==> src/hdl/angle_port_pkg.sv <==
// Shared constants for the angle sensor serial port and its outputs.
// Assumes a 100 MHz system clock; all pins are sampled by that clock.
package angle_port_pkg;

    // ********************************
    // Clock and timing
    // ********************************
    localparam int CLK_HZ = 100_000_000;
    localparam int FE_RATE_HZ = 1_000_000;
    localparam int FE_DIV = CLK_HZ / FE_RATE_HZ;
    localparam int NVM_MS = 20;
    localparam int NVM_CYCLES = NVM_MS * (CLK_HZ / 1000);
    localparam int NVM_CNT_W = 22;
    localparam int FRAME_BITS = 16;

    // ********************************
    // Filter: tau = 0.38 / 90 Hz, gains as shifts at the sample rate
    // ********************************
    localparam int FRAC_W = 24;
    localparam int K1_SHIFT = 11;
    localparam int K2_SHIFT = 24;

    // ********************************
    // Commands and register map
    // ********************************
    localparam logic [2:0] CMD_READ = 3'h2;
    localparam logic [2:0] CMD_WRITE = 3'h4;
    localparam logic [4:0] ADDR_ZERO_LO = 5'h00;
    localparam logic [4:0] ADDR_ZERO_HI = 5'h01;
    localparam logic [4:0] ADDR_PPT_LO = 5'h04;
    localparam logic [4:0] ADDR_PPT_HI = 5'h05;
    localparam logic [4:0] ADDR_THRESH = 5'h06;
    localparam logic [4:0] ADDR_DIR = 5'h09;
    localparam logic [4:0] ADDR_FLAGS = 5'h1b;
    localparam logic [7:0] RST_PPT_LO = 8'hc0;
    localparam logic [7:0] RST_PPT_HI = 8'h0f;
    localparam logic [7:0] RST_THRESH = 8'h1c;
    localparam int DIR_BIT = 7;
    localparam int LT_POS = 5;
    localparam int HT_POS = 2;

    typedef enum logic [0:0] {RESP_ANGLE = 1'b0, RESP_REG = 1'b1} resp_t;

endpackage

==> src/hdl/cfg_mem_if.sv <==
// Carrier between the port logic and the configuration memory.
// Assumes one clock domain shared by both ends.
`timescale 1ns/1ps
interface cfg_mem_if;
    logic [4:0] raddr;
    logic [7:0] rdata;
    logic we;
    logic [4:0] waddr;
    logic [7:0] wdata;
    logic [15:0] zero;
    logic [5:0] ppt;
    logic [2:0] low_thr;
    logic [2:0] high_thr;
    logic dir;
    modport port (output raddr, we, waddr, wdata,
                  input rdata, zero, ppt, low_thr, high_thr, dir);
    modport mem (input raddr, we, waddr, wdata,
                 output rdata, zero, ppt, low_thr, high_thr, dir);
endinterface

==> src/hdl/cfg_mem.sv <==
// Configuration memory: 32 bytes, registered read, decoded fields.
// Assumes a synchronised active-low reset from the top module.
`timescale 1ns/1ps
module cfg_mem
    import angle_port_pkg::*;
(
    input wire logic clk_i,
    input wire logic rstn_i,
    cfg_mem_if.mem bus
);

    typedef struct packed {
        logic [31:0][7:0] mem;
        logic [7:0] rdata;
    } mem_state_t;

    mem_state_t st_reg, st_next;

    function automatic logic [31:0][7:0] reset_image();
        logic [31:0][7:0] img;
        img = '0;
        img[ADDR_PPT_LO] = RST_PPT_LO;
        img[ADDR_PPT_HI] = RST_PPT_HI;
        img[ADDR_THRESH] = RST_THRESH;
        return img;
    endfunction

    localparam logic [31:0][7:0] RESET_IMAGE = reset_image();

    always_comb
    begin
        st_next = st_reg;
        if (bus.we)
        begin
            st_next.mem[bus.waddr] = bus.wdata;
        end
        st_next.rdata = st_reg.mem[bus.raddr];
    end

    always_ff @(posedge clk_i or negedge rstn_i)
    begin
        if (!rstn_i)
        begin
            st_reg <= {RESET_IMAGE, 8'h00};
        end
        else
        begin
            st_reg <= st_next;
        end
    end

    assign bus.rdata = st_reg.rdata;
    assign bus.zero = {st_reg.mem[ADDR_ZERO_HI], st_reg.mem[ADDR_ZERO_LO]};
    assign bus.ppt = {st_reg.mem[ADDR_PPT_HI][3:0], st_reg.mem[ADDR_PPT_LO][7:6]};
    assign bus.low_thr = st_reg.mem[ADDR_THRESH][LT_POS +: 3];
    assign bus.high_thr = st_reg.mem[ADDR_THRESH][HT_POS +: 3];
    assign bus.dir = st_reg.mem[ADDR_DIR][DIR_BIT];

endmodule // cfg_mem

==> src/hdl/angle_sensor_spi_port.sv <==
// Serial port, angle conditioning, incremental and field flag outputs.
// Assumes serial pins come from the host asynchronously; raw angle and
// field strength come from the front end on clk_i.
//
// Contract
// - Detect mode 0 or 3 automatically
// - Sample on rising, change on falling edge
// - MSB first, select idles high
// - Low flag when field below low threshold
// - High flag when field above high threshold
// - Each incremental output has inverted twin
// - Second order zero-latency tracking filter
// - Programmable rotation direction and zero angle
// - Angle read: 8 bits then zeros
// - Register read: command 010 plus address
// - Register write: command 100, echo next frame
`timescale 1ns/1ps
module angle_sensor_spi_port
    import angle_port_pkg::*;
#(
    parameter int NVM_WAIT = NVM_CYCLES
)
(
    input wire logic clk_i,
    input wire logic resetn_i,
    input wire logic sclk_i,
    input wire logic cs_n_i,
    input wire logic mosi_i,
    output logic miso_o,
    output logic miso_oe_o,
    input wire logic [15:0] raw_angle_i,
    input wire logic [7:0] field_strength_i,
    output logic chan_a_o,
    output logic chan_a_n_o,
    output logic chan_b_o,
    output logic chan_b_n_o,
    output logic index_z_o,
    output logic index_z_n_o,
    output logic field_low_flag_o,
    output logic field_high_flag_o
);

    // ********************************
    // State
    // ********************************
    typedef struct packed {
        logic [2:0] sck_s;
        logic [2:0] cs_s;
        logic [2:0] mosi_s;
        logic sck_l;
        logic cs_l;
        logic mode3;
        logic skip;
        logic [4:0] bits;
        logic [15:0] rx;
        logic [15:0] tx;
        resp_t resp;
        logic [4:0] resp_addr;
        logic wpend;
        logic [4:0] waddr;
        logic [7:0] wdata;
        logic [NVM_CNT_W-1:0] wcnt;
        logic [6:0] fe_div;
        logic fe_tick;
        logic signed [39:0] y;
        logic signed [39:0] v;
        logic miso;
        logic miso_oe;
        logic a;
        logic a_n;
        logic b;
        logic b_n;
        logic z;
        logic z_n;
        logic lowf;
        logic highf;
    } port_state_t;

    port_state_t st_reg, st_next;
    logic [1:0] rst_sync_reg;
    logic rstn;
    cfg_mem_if cfg ();

    cfg_mem u_cfg_mem (
        .clk_i(clk_i),
        .rstn_i(rstn),
        .bus(cfg.mem)
    );

    always_ff @(posedge clk_i or negedge resetn_i)
    begin
        if (!resetn_i)
        begin
            rst_sync_reg <= 2'b00;
        end
        else
        begin
            rst_sync_reg <= {rst_sync_reg[0], 1'b1};
        end
    end
    assign rstn = rst_sync_reg[1];

    function automatic logic settle(input logic [2:0] s, input logic lvl);
        return (s[1] == s[2]) ? s[2] : lvl;
    endfunction

    // ********************************
    // Next state
    // ********************************
    logic sck_n, cs_n, sck_rise, sck_fall, cs_fall, cs_rise;
    logic signed [15:0] err;
    logic [15:0] filt, oriented, aout;
    logic [24:0] prod;
    logic [7:0] pos, reg_val;
    logic [15:0] load;

    always_comb
    begin
        st_next = st_reg;
        st_next.sck_s = {st_reg.sck_s[1:0], sclk_i};
        st_next.cs_s = {st_reg.cs_s[1:0], cs_n_i};
        st_next.mosi_s = {st_reg.mosi_s[1:0], mosi_i};
        sck_n = settle(st_reg.sck_s, st_reg.sck_l);
        cs_n = settle(st_reg.cs_s, st_reg.cs_l);
        st_next.sck_l = sck_n;
        st_next.cs_l = cs_n;
        sck_rise = !st_reg.sck_l && sck_n;
        sck_fall = st_reg.sck_l && !sck_n;
        cs_fall = st_reg.cs_l && !cs_n;
        cs_rise = !st_reg.cs_l && cs_n;

        filt = st_reg.y[39:24];
        oriented = cfg.dir ? 16'(-filt) : filt;
        aout = 16'(oriented + cfg.zero);
        reg_val = (st_reg.resp_addr == ADDR_FLAGS) ?
            {st_reg.highf, st_reg.lowf, 6'h00} : cfg.rdata;
        load = (st_reg.resp == RESP_REG) ? {reg_val, 8'h00} : {aout[15:8], 8'h00};

        if (cs_fall)
        begin
            st_next.bits = 5'h00;
            st_next.mode3 = st_reg.sck_l;
            st_next.skip = st_reg.sck_l;
            st_next.tx = load;
            st_next.miso = load[15];
            st_next.miso_oe = 1'b1;
        end
        else if (!st_reg.cs_l && !cs_rise)
        begin
            if (sck_rise)
            begin
                st_next.rx = {st_reg.rx[14:0], st_reg.mosi_s[2]};
                if (st_reg.bits != 5'h1f)
                begin
                    st_next.bits = st_reg.bits + 5'h01;
                end
            end
            if (sck_fall)
            begin
                if (st_reg.skip)
                begin
                    st_next.skip = 1'b0;
                end
                else
                begin
                    st_next.tx = {st_reg.tx[14:0], 1'b0};
                    st_next.miso = st_reg.tx[14];
                end
            end
        end
        if (st_reg.wpend)
        begin
            if (st_reg.wcnt == '0)
            begin
                st_next.wpend = 1'b0;
            end
            else
            begin
                st_next.wcnt = st_reg.wcnt - NVM_CNT_W'(1);
            end
        end
        if (cs_rise)
        begin
            st_next.miso = 1'b0;
            st_next.miso_oe = 1'b0;
            st_next.resp = RESP_ANGLE;
            if (st_reg.bits == 5'(FRAME_BITS))
            begin
                if (st_reg.rx[15:13] == CMD_READ)
                begin
                    st_next.resp = RESP_REG;
                    st_next.resp_addr = st_reg.rx[12:8];
                end
                else if (st_reg.rx[15:13] == CMD_WRITE)
                begin
                    st_next.resp = RESP_REG;
                    st_next.resp_addr = st_reg.rx[12:8];
                    st_next.wpend = 1'b1;
                    st_next.waddr = st_reg.rx[12:8];
                    st_next.wdata = st_reg.rx[7:0];
                    st_next.wcnt = NVM_CNT_W'(NVM_WAIT - 1);
                end
            end
        end

        st_next.fe_tick = 1'b0;
        if (st_reg.fe_div == 7'(FE_DIV - 1))
        begin
            st_next.fe_div = 7'h00;
            st_next.fe_tick = 1'b1;
        end
        else
        begin
            st_next.fe_div = st_reg.fe_div + 7'h01;
        end
        err = signed'(16'(raw_angle_i - filt));
        if (st_reg.fe_tick)
        begin
            st_next.v = st_reg.v + (40'(err) <<< (FRAC_W - K2_SHIFT));
            st_next.y = st_reg.y + st_reg.v + (40'(err) <<< (FRAC_W - K1_SHIFT));
        end

        prod = 25'(aout * {1'b0, 7'(cfg.ppt) + 7'h01, 2'b00});
        pos = prod[23:16];
        st_next.a = pos[1];
        st_next.b = pos[1] ^ pos[0];
        st_next.z = (pos == 8'h00);
        st_next.a_n = !pos[1];
        st_next.b_n = !(pos[1] ^ pos[0]);
        st_next.z_n = (pos != 8'h00);
        st_next.lowf = field_strength_i < {cfg.low_thr, 5'h00};
        st_next.highf = field_strength_i > {cfg.high_thr, 5'h00};
    end

    always_ff @(posedge clk_i or negedge rstn)
    begin
        if (!rstn)
        begin
            st_reg <= '0;
            st_reg.sck_s <= 3'h0;
            st_reg.cs_s <= 3'h7;
            st_reg.cs_l <= 1'b1;
            st_reg.a_n <= 1'b1;
            st_reg.b_n <= 1'b1;
            st_reg.z_n <= 1'b1;
        end
        else
        begin
            st_reg <= st_next;
        end
    end

    assign cfg.raddr = st_reg.resp_addr;
    assign cfg.we = st_reg.wpend && (st_reg.wcnt == '0);
    assign cfg.waddr = st_reg.waddr;
    assign cfg.wdata = st_reg.wdata;
    assign miso_o = st_reg.miso;
    assign miso_oe_o = st_reg.miso_oe;
    assign chan_a_o = st_reg.a;
    assign chan_a_n_o = st_reg.a_n;
    assign chan_b_o = st_reg.b;
    assign chan_b_n_o = st_reg.b_n;
    assign index_z_o = st_reg.z;
    assign index_z_n_o = st_reg.z_n;
    assign field_low_flag_o = st_reg.lowf;
    assign field_high_flag_o = st_reg.highf;
endmodule // angle_sensor_spi_port

==> config.mk <==
export PLATFORM = sky130hd
export DESIGN_NAME = angle_sensor_spi_port
export DESIGN_NICKNAME = d
export VERILOG_FILES = /design/src/hdl/angle_port_pkg.sv /design/src/hdl/cfg_mem_if.sv /design/src/hdl/cfg_mem.sv /design/src/hdl/angle_sensor_spi_port.sv
export SDC_FILE = /design/constraint.sdc
export NUM_CORES = 1
export LEC_CHECK = 0
export ABC_AREA = 0
export BUFFER_PORTS_ARGS = -buffer_cell sky130_fd_sc_hd__clkbuf_2
export CAP_MARGIN = 0
export CORE_ASPECT_RATIO = 0.6
export CORE_UTILIZATION = 40
export CTS_CLUSTER_DIAMETER = 40
export DETAILED_ROUTE_END_ITERATION = 10
export GPL_ROUTABILITY_DRIVEN = 0
export GPL_TIMING_DRIVEN = 1
export PLACE_DENSITY = 0.61
export SYNTH_ARGS = -nofsm -noshare
export SYNTH_HDL_FRONTEND = slang
export SYNTH_SLANG_ARGS = --single-unit
==> constraint.sdc <==
create_clock -name clk_i -period 14.45 [get_ports clk_i]
set_input_delay 1.445 -clock clk_i [delete_from_list [all_inputs] [get_ports clk_i]]
set_output_delay 1.445 -clock clk_i [all_outputs]
set_load 0.05 [all_outputs]
==> summary.txt <==
CTS
  – Total of hold buffers inserted after clock tree synthesis: 0
  – Clock latency at the later pin of the worst-skew pair: 0.62 ns
  – Clock buffer count from CTS: 69
  – CTS root buf: sky130_fd_sc_hd__clkbuf_16
  – Clock transition at path regs: 0.06 ns
  – Resize count post-CTS: 0
  – Buffers inserted by post-CTS timing repair: 0
  – Maximum number of buffers from clock root to sink: 3
  – Total clock sinks: 453
  – H-tree depth: 3
  – Clock tree from TritonCTS: built

Yosys
  – Synthesized Nets: about 3000
  – Simple-Gate Fraction of Synth Area: 11.0%
  – Post-synth cell types: 84
  – Seq cells post-synth: ~450
  – Compound-Gate Fraction of Synth Area: 10.1%
  – Portion of synthesized cell area occupied by the leading cell type: a little under two fifths
  – Mux contribution to synthesized area: 17.7%
  – Post-synth EDFFs: 0
  – Post-Synth Adder-Cell Area: 14.0%
  – Number of warnings issued by yosys: 0
  – Mapped cell area: 29300 um^2
  – Most used standard cell by instance count after synthesis: sky130_fd_sc_hd__dfrtp_1
  – Post-synthesis share of cell area spent on xor and xnor gates: 4.12%
  – Most instantiated cells after synthesis: sky130_fd_sc_hd__dfrtp_1, sky130_fd_sc_hd__mux2_2, sky130_fd_sc_hd__inv_1
  – Main combinational cell family by area after synthesis: multiplexers
  – Largest cells by area after synthesis: sky130_fd_sc_hd__dfrtp_1, sky130_fd_sc_hd__mux2_2, sky130_fd_sc_hd__ha_1
  – Share of synthesized registers carrying an async set or reset: 100%
  – Main synth FF type: sky130_fd_sc_hd__dfrtp_1
  – Biggest area consumer among synthesized cells: sky130_fd_sc_hd__dfrtp_1
  – Sequential share of the synthesized area: between 30% and 40%
  – Number of standard cells after synthesis: 2710
  – Average size of a mapped cell: 10.8 um^2

Timing
  – Final setup violation count: 0
  – Worst Max-Slew Pin Slew: ~1.3 ns
  – Setup TNS: 0 ns
  – Period utilization: 53.8%
  – Max Freq: 129 MHz
  – Number of max-slew violations in the final report: 0
  – Setup clock skew after layout: around 0.043 ns
  – Period minus WS final: 7.77 ns
  – RSZ-0062 raised after global routing: false
  – Worst relative slew slack: 14.2%
  – Total count of hold-check failures in the final report: 0
  – Worst setup slack after layout: 6.68 ns

Final layout
  – Proportion of layout cells with a drive suffix above 1: 22.3%
  – Antenna cells: 0
  – Post-layout instance area: 33000 um^2
  – Area growth syn-to-layout: 12.4%
  – Largest register FFs: roughly 230
  – Final #Nets: 3039

Die
  – Initial Utilization: approximately two fifths
  – Core outline area: between 70000 and 80000 um^2
  – DIE AREA: 74400 um^2
  – Die W: around 350 um
  – Top Ports: 39
  – Height of the die: roughly 210 um
  – Number of placement rows: 76

Global route
  – Pin count of the biggest net entering global routing: 141
  – Global route overflow: 0
  – First-pass GRT wire length: ~120 mm
  – Via count of the first global-routing pass: between 20000 and 25000
  – Overall global routing resource usage: 21.1%
  – Number of antenna violations at the first check in global routing: 0

Critical path
  – Data arrival time at the worst-slack endpoint: 8.29 ns
  – Critical path endpoint category: flop
  – Critical Path Start Type: flop
  – Peak per-stage delay on the critical path: 0.55 ns
  – Required time of the worst setup path: ~15 ns
  – Cell with the biggest individual delay on the critical path: sky130_fd_sc_hd__fa_1
  – Max FO, Critical Path: 6
  – Category of the most critical setup path: flop to flop

Drt
  – Number of vias after detailed routing: 21100
  – Router iterations before antenna repair: 5
  – First-iteration detailed-routing DRC count: between 2000 and 2500
  – Average detailed-routed wire length per instance: approximately 20 um
  – Remaining design rule violation count: 0
  – Vias per std cell: around 5.6
  – Total length of routed wires: around 77 mm
  – Post-route ant nets: 0

Place
  – Setup WS pre-CTS: 6.79 ns
  – PortBufs: 38
  – Post-DP HPWL: 55.0 mm
  – Placed cell areas: 30500 um^2

Status
  – Status: finished clean

Worst hold path
  – Class of the tightest hold or removal check: flop to flop

Power
  – P per Cell Area: 99.5 nW/um^2
  – Worst VDD drop: roughly 0.08 mV
  – Leakage power summed over all cells: 15.7 nW

Job
  – Total of max-cap violations: 0
## path summary, 6_finish.rpt
kind                            startpoint                    end  slack (ns)  cells after the start
hold / removal                st_next[188]           st_next[189]        0.35                      0
hold reg to reg               st_next[188]           st_next[189]        0.35                      0
setup reg to reg                   filt[1]              index_z_o        6.68                     30
max in group asynchronous  rst_sync_reg[1]            st_reg[174]       10.63                      3
min in group asynchronous  rst_sync_reg[1]  u_cfg_mem.st_reg[262]        0.45                      0
setup / recovery                   filt[1]              index_z_o        6.68                     30
## worst max-delay path, delay by kind of cell (launching register included)
| family | cells | cell delay, ns |
|---|---|---|
| and+or+nand+nor | 5 | 1.06 |
| xor gates and xnor gates | 2 | 0.53 |
| DFF | 1 | 0.40 |
| adders and majority gates | 7 | 2.96 |
| AOI/OAI and AO/OA | 13 | 2.42 |
| buffers and inverters | 3 | 0.31 |
## cell type report
type / instances / area, um^2
multi-input combinational: 1921 / 16700
fill: 6589 / 39200
sequential: 453 / 11400
timing repair buffer: 56 / 338
clock inverter: 39 / 526
clock buffer: 88 / 1900
tap: 975 / 1220
inverter: 239 / 897
## cells by family after synthesis
family	Yosys count
buffers and inverters	336
AOI/OAI and AO/OA	459
muxes	405
and+or+nand+nor	647
adders and majority gates	271
xor gates and xnor gates	138
other	1
DFF	453
## cells in the final DEF (no fill, tap or decap), types with 44 or more instances in the layout
| master | instances |
|---|---|
| sky130_fd_sc_hd__o21ai_0 | 113 |
| sky130_fd_sc_hd__nand3_1 | 45 |
| sky130_fd_sc_hd__mux4_2 | 60 |
| sky130_fd_sc_hd__clkbuf_16 | 70 |
| sky130_fd_sc_hd__inv_1 | 238 |
| sky130_fd_sc_hd__ha_1 | 173 |
| sky130_fd_sc_hd__dfrtp_1 | 433 |
| sky130_fd_sc_hd__xnor2_1 | 92 |
| sky130_fd_sc_hd__nor2_1 | 141 |
| sky130_fd_sc_hd__nand2_1 | 215 |
| sky130_fd_sc_hd__mux2_2 | 301 |
| sky130_fd_sc_hd__fa_1 | 97 |
| sky130_fd_sc_hd__a21o_1 | 46 |
| sky130_fd_sc_hd__mux2i_1 | 44 |
| sky130_fd_sc_hd__a21oi_1 | 115 |
| sky130_fd_sc_hd__xor2_1 | 46 |
## layer usage
metal  up-vias  global-route usage, %  part of all wire, %  wire length, um
met5         -                      0                    0                0
li1       9609                      -                    -                -
met4         0                   5.31                  2.1             1610
met3       133                   5.10                  7.8             6010
met2       676                   29.1                   41            31200
met1     10700                   32.4                   49            37800
## power by group
part           switching (mW)  leakage (nW)  total, mW  internal [mW]
clock network           0.672          1.18       1.75           1.08
logic                   0.148          8.59      0.229         0.0814
registers              0.0143          5.92       1.30           1.28
total                   0.834          15.7       3.28           2.44
## metrics by stage
step                hold slack, ns  std cells  util (%)  power, mW
floorplan                    0.331       2710         -       1.48
global placement             0.340       3644      42.3       1.54
detailed placement           0.337       3644      42.3       1.55
CTS                          0.349       3771      45.7       3.31
global route                 0.357       3771      45.7       3.40
finish                       0.346       3771      45.7       3.28
Power figures use the tool's default switching activity.
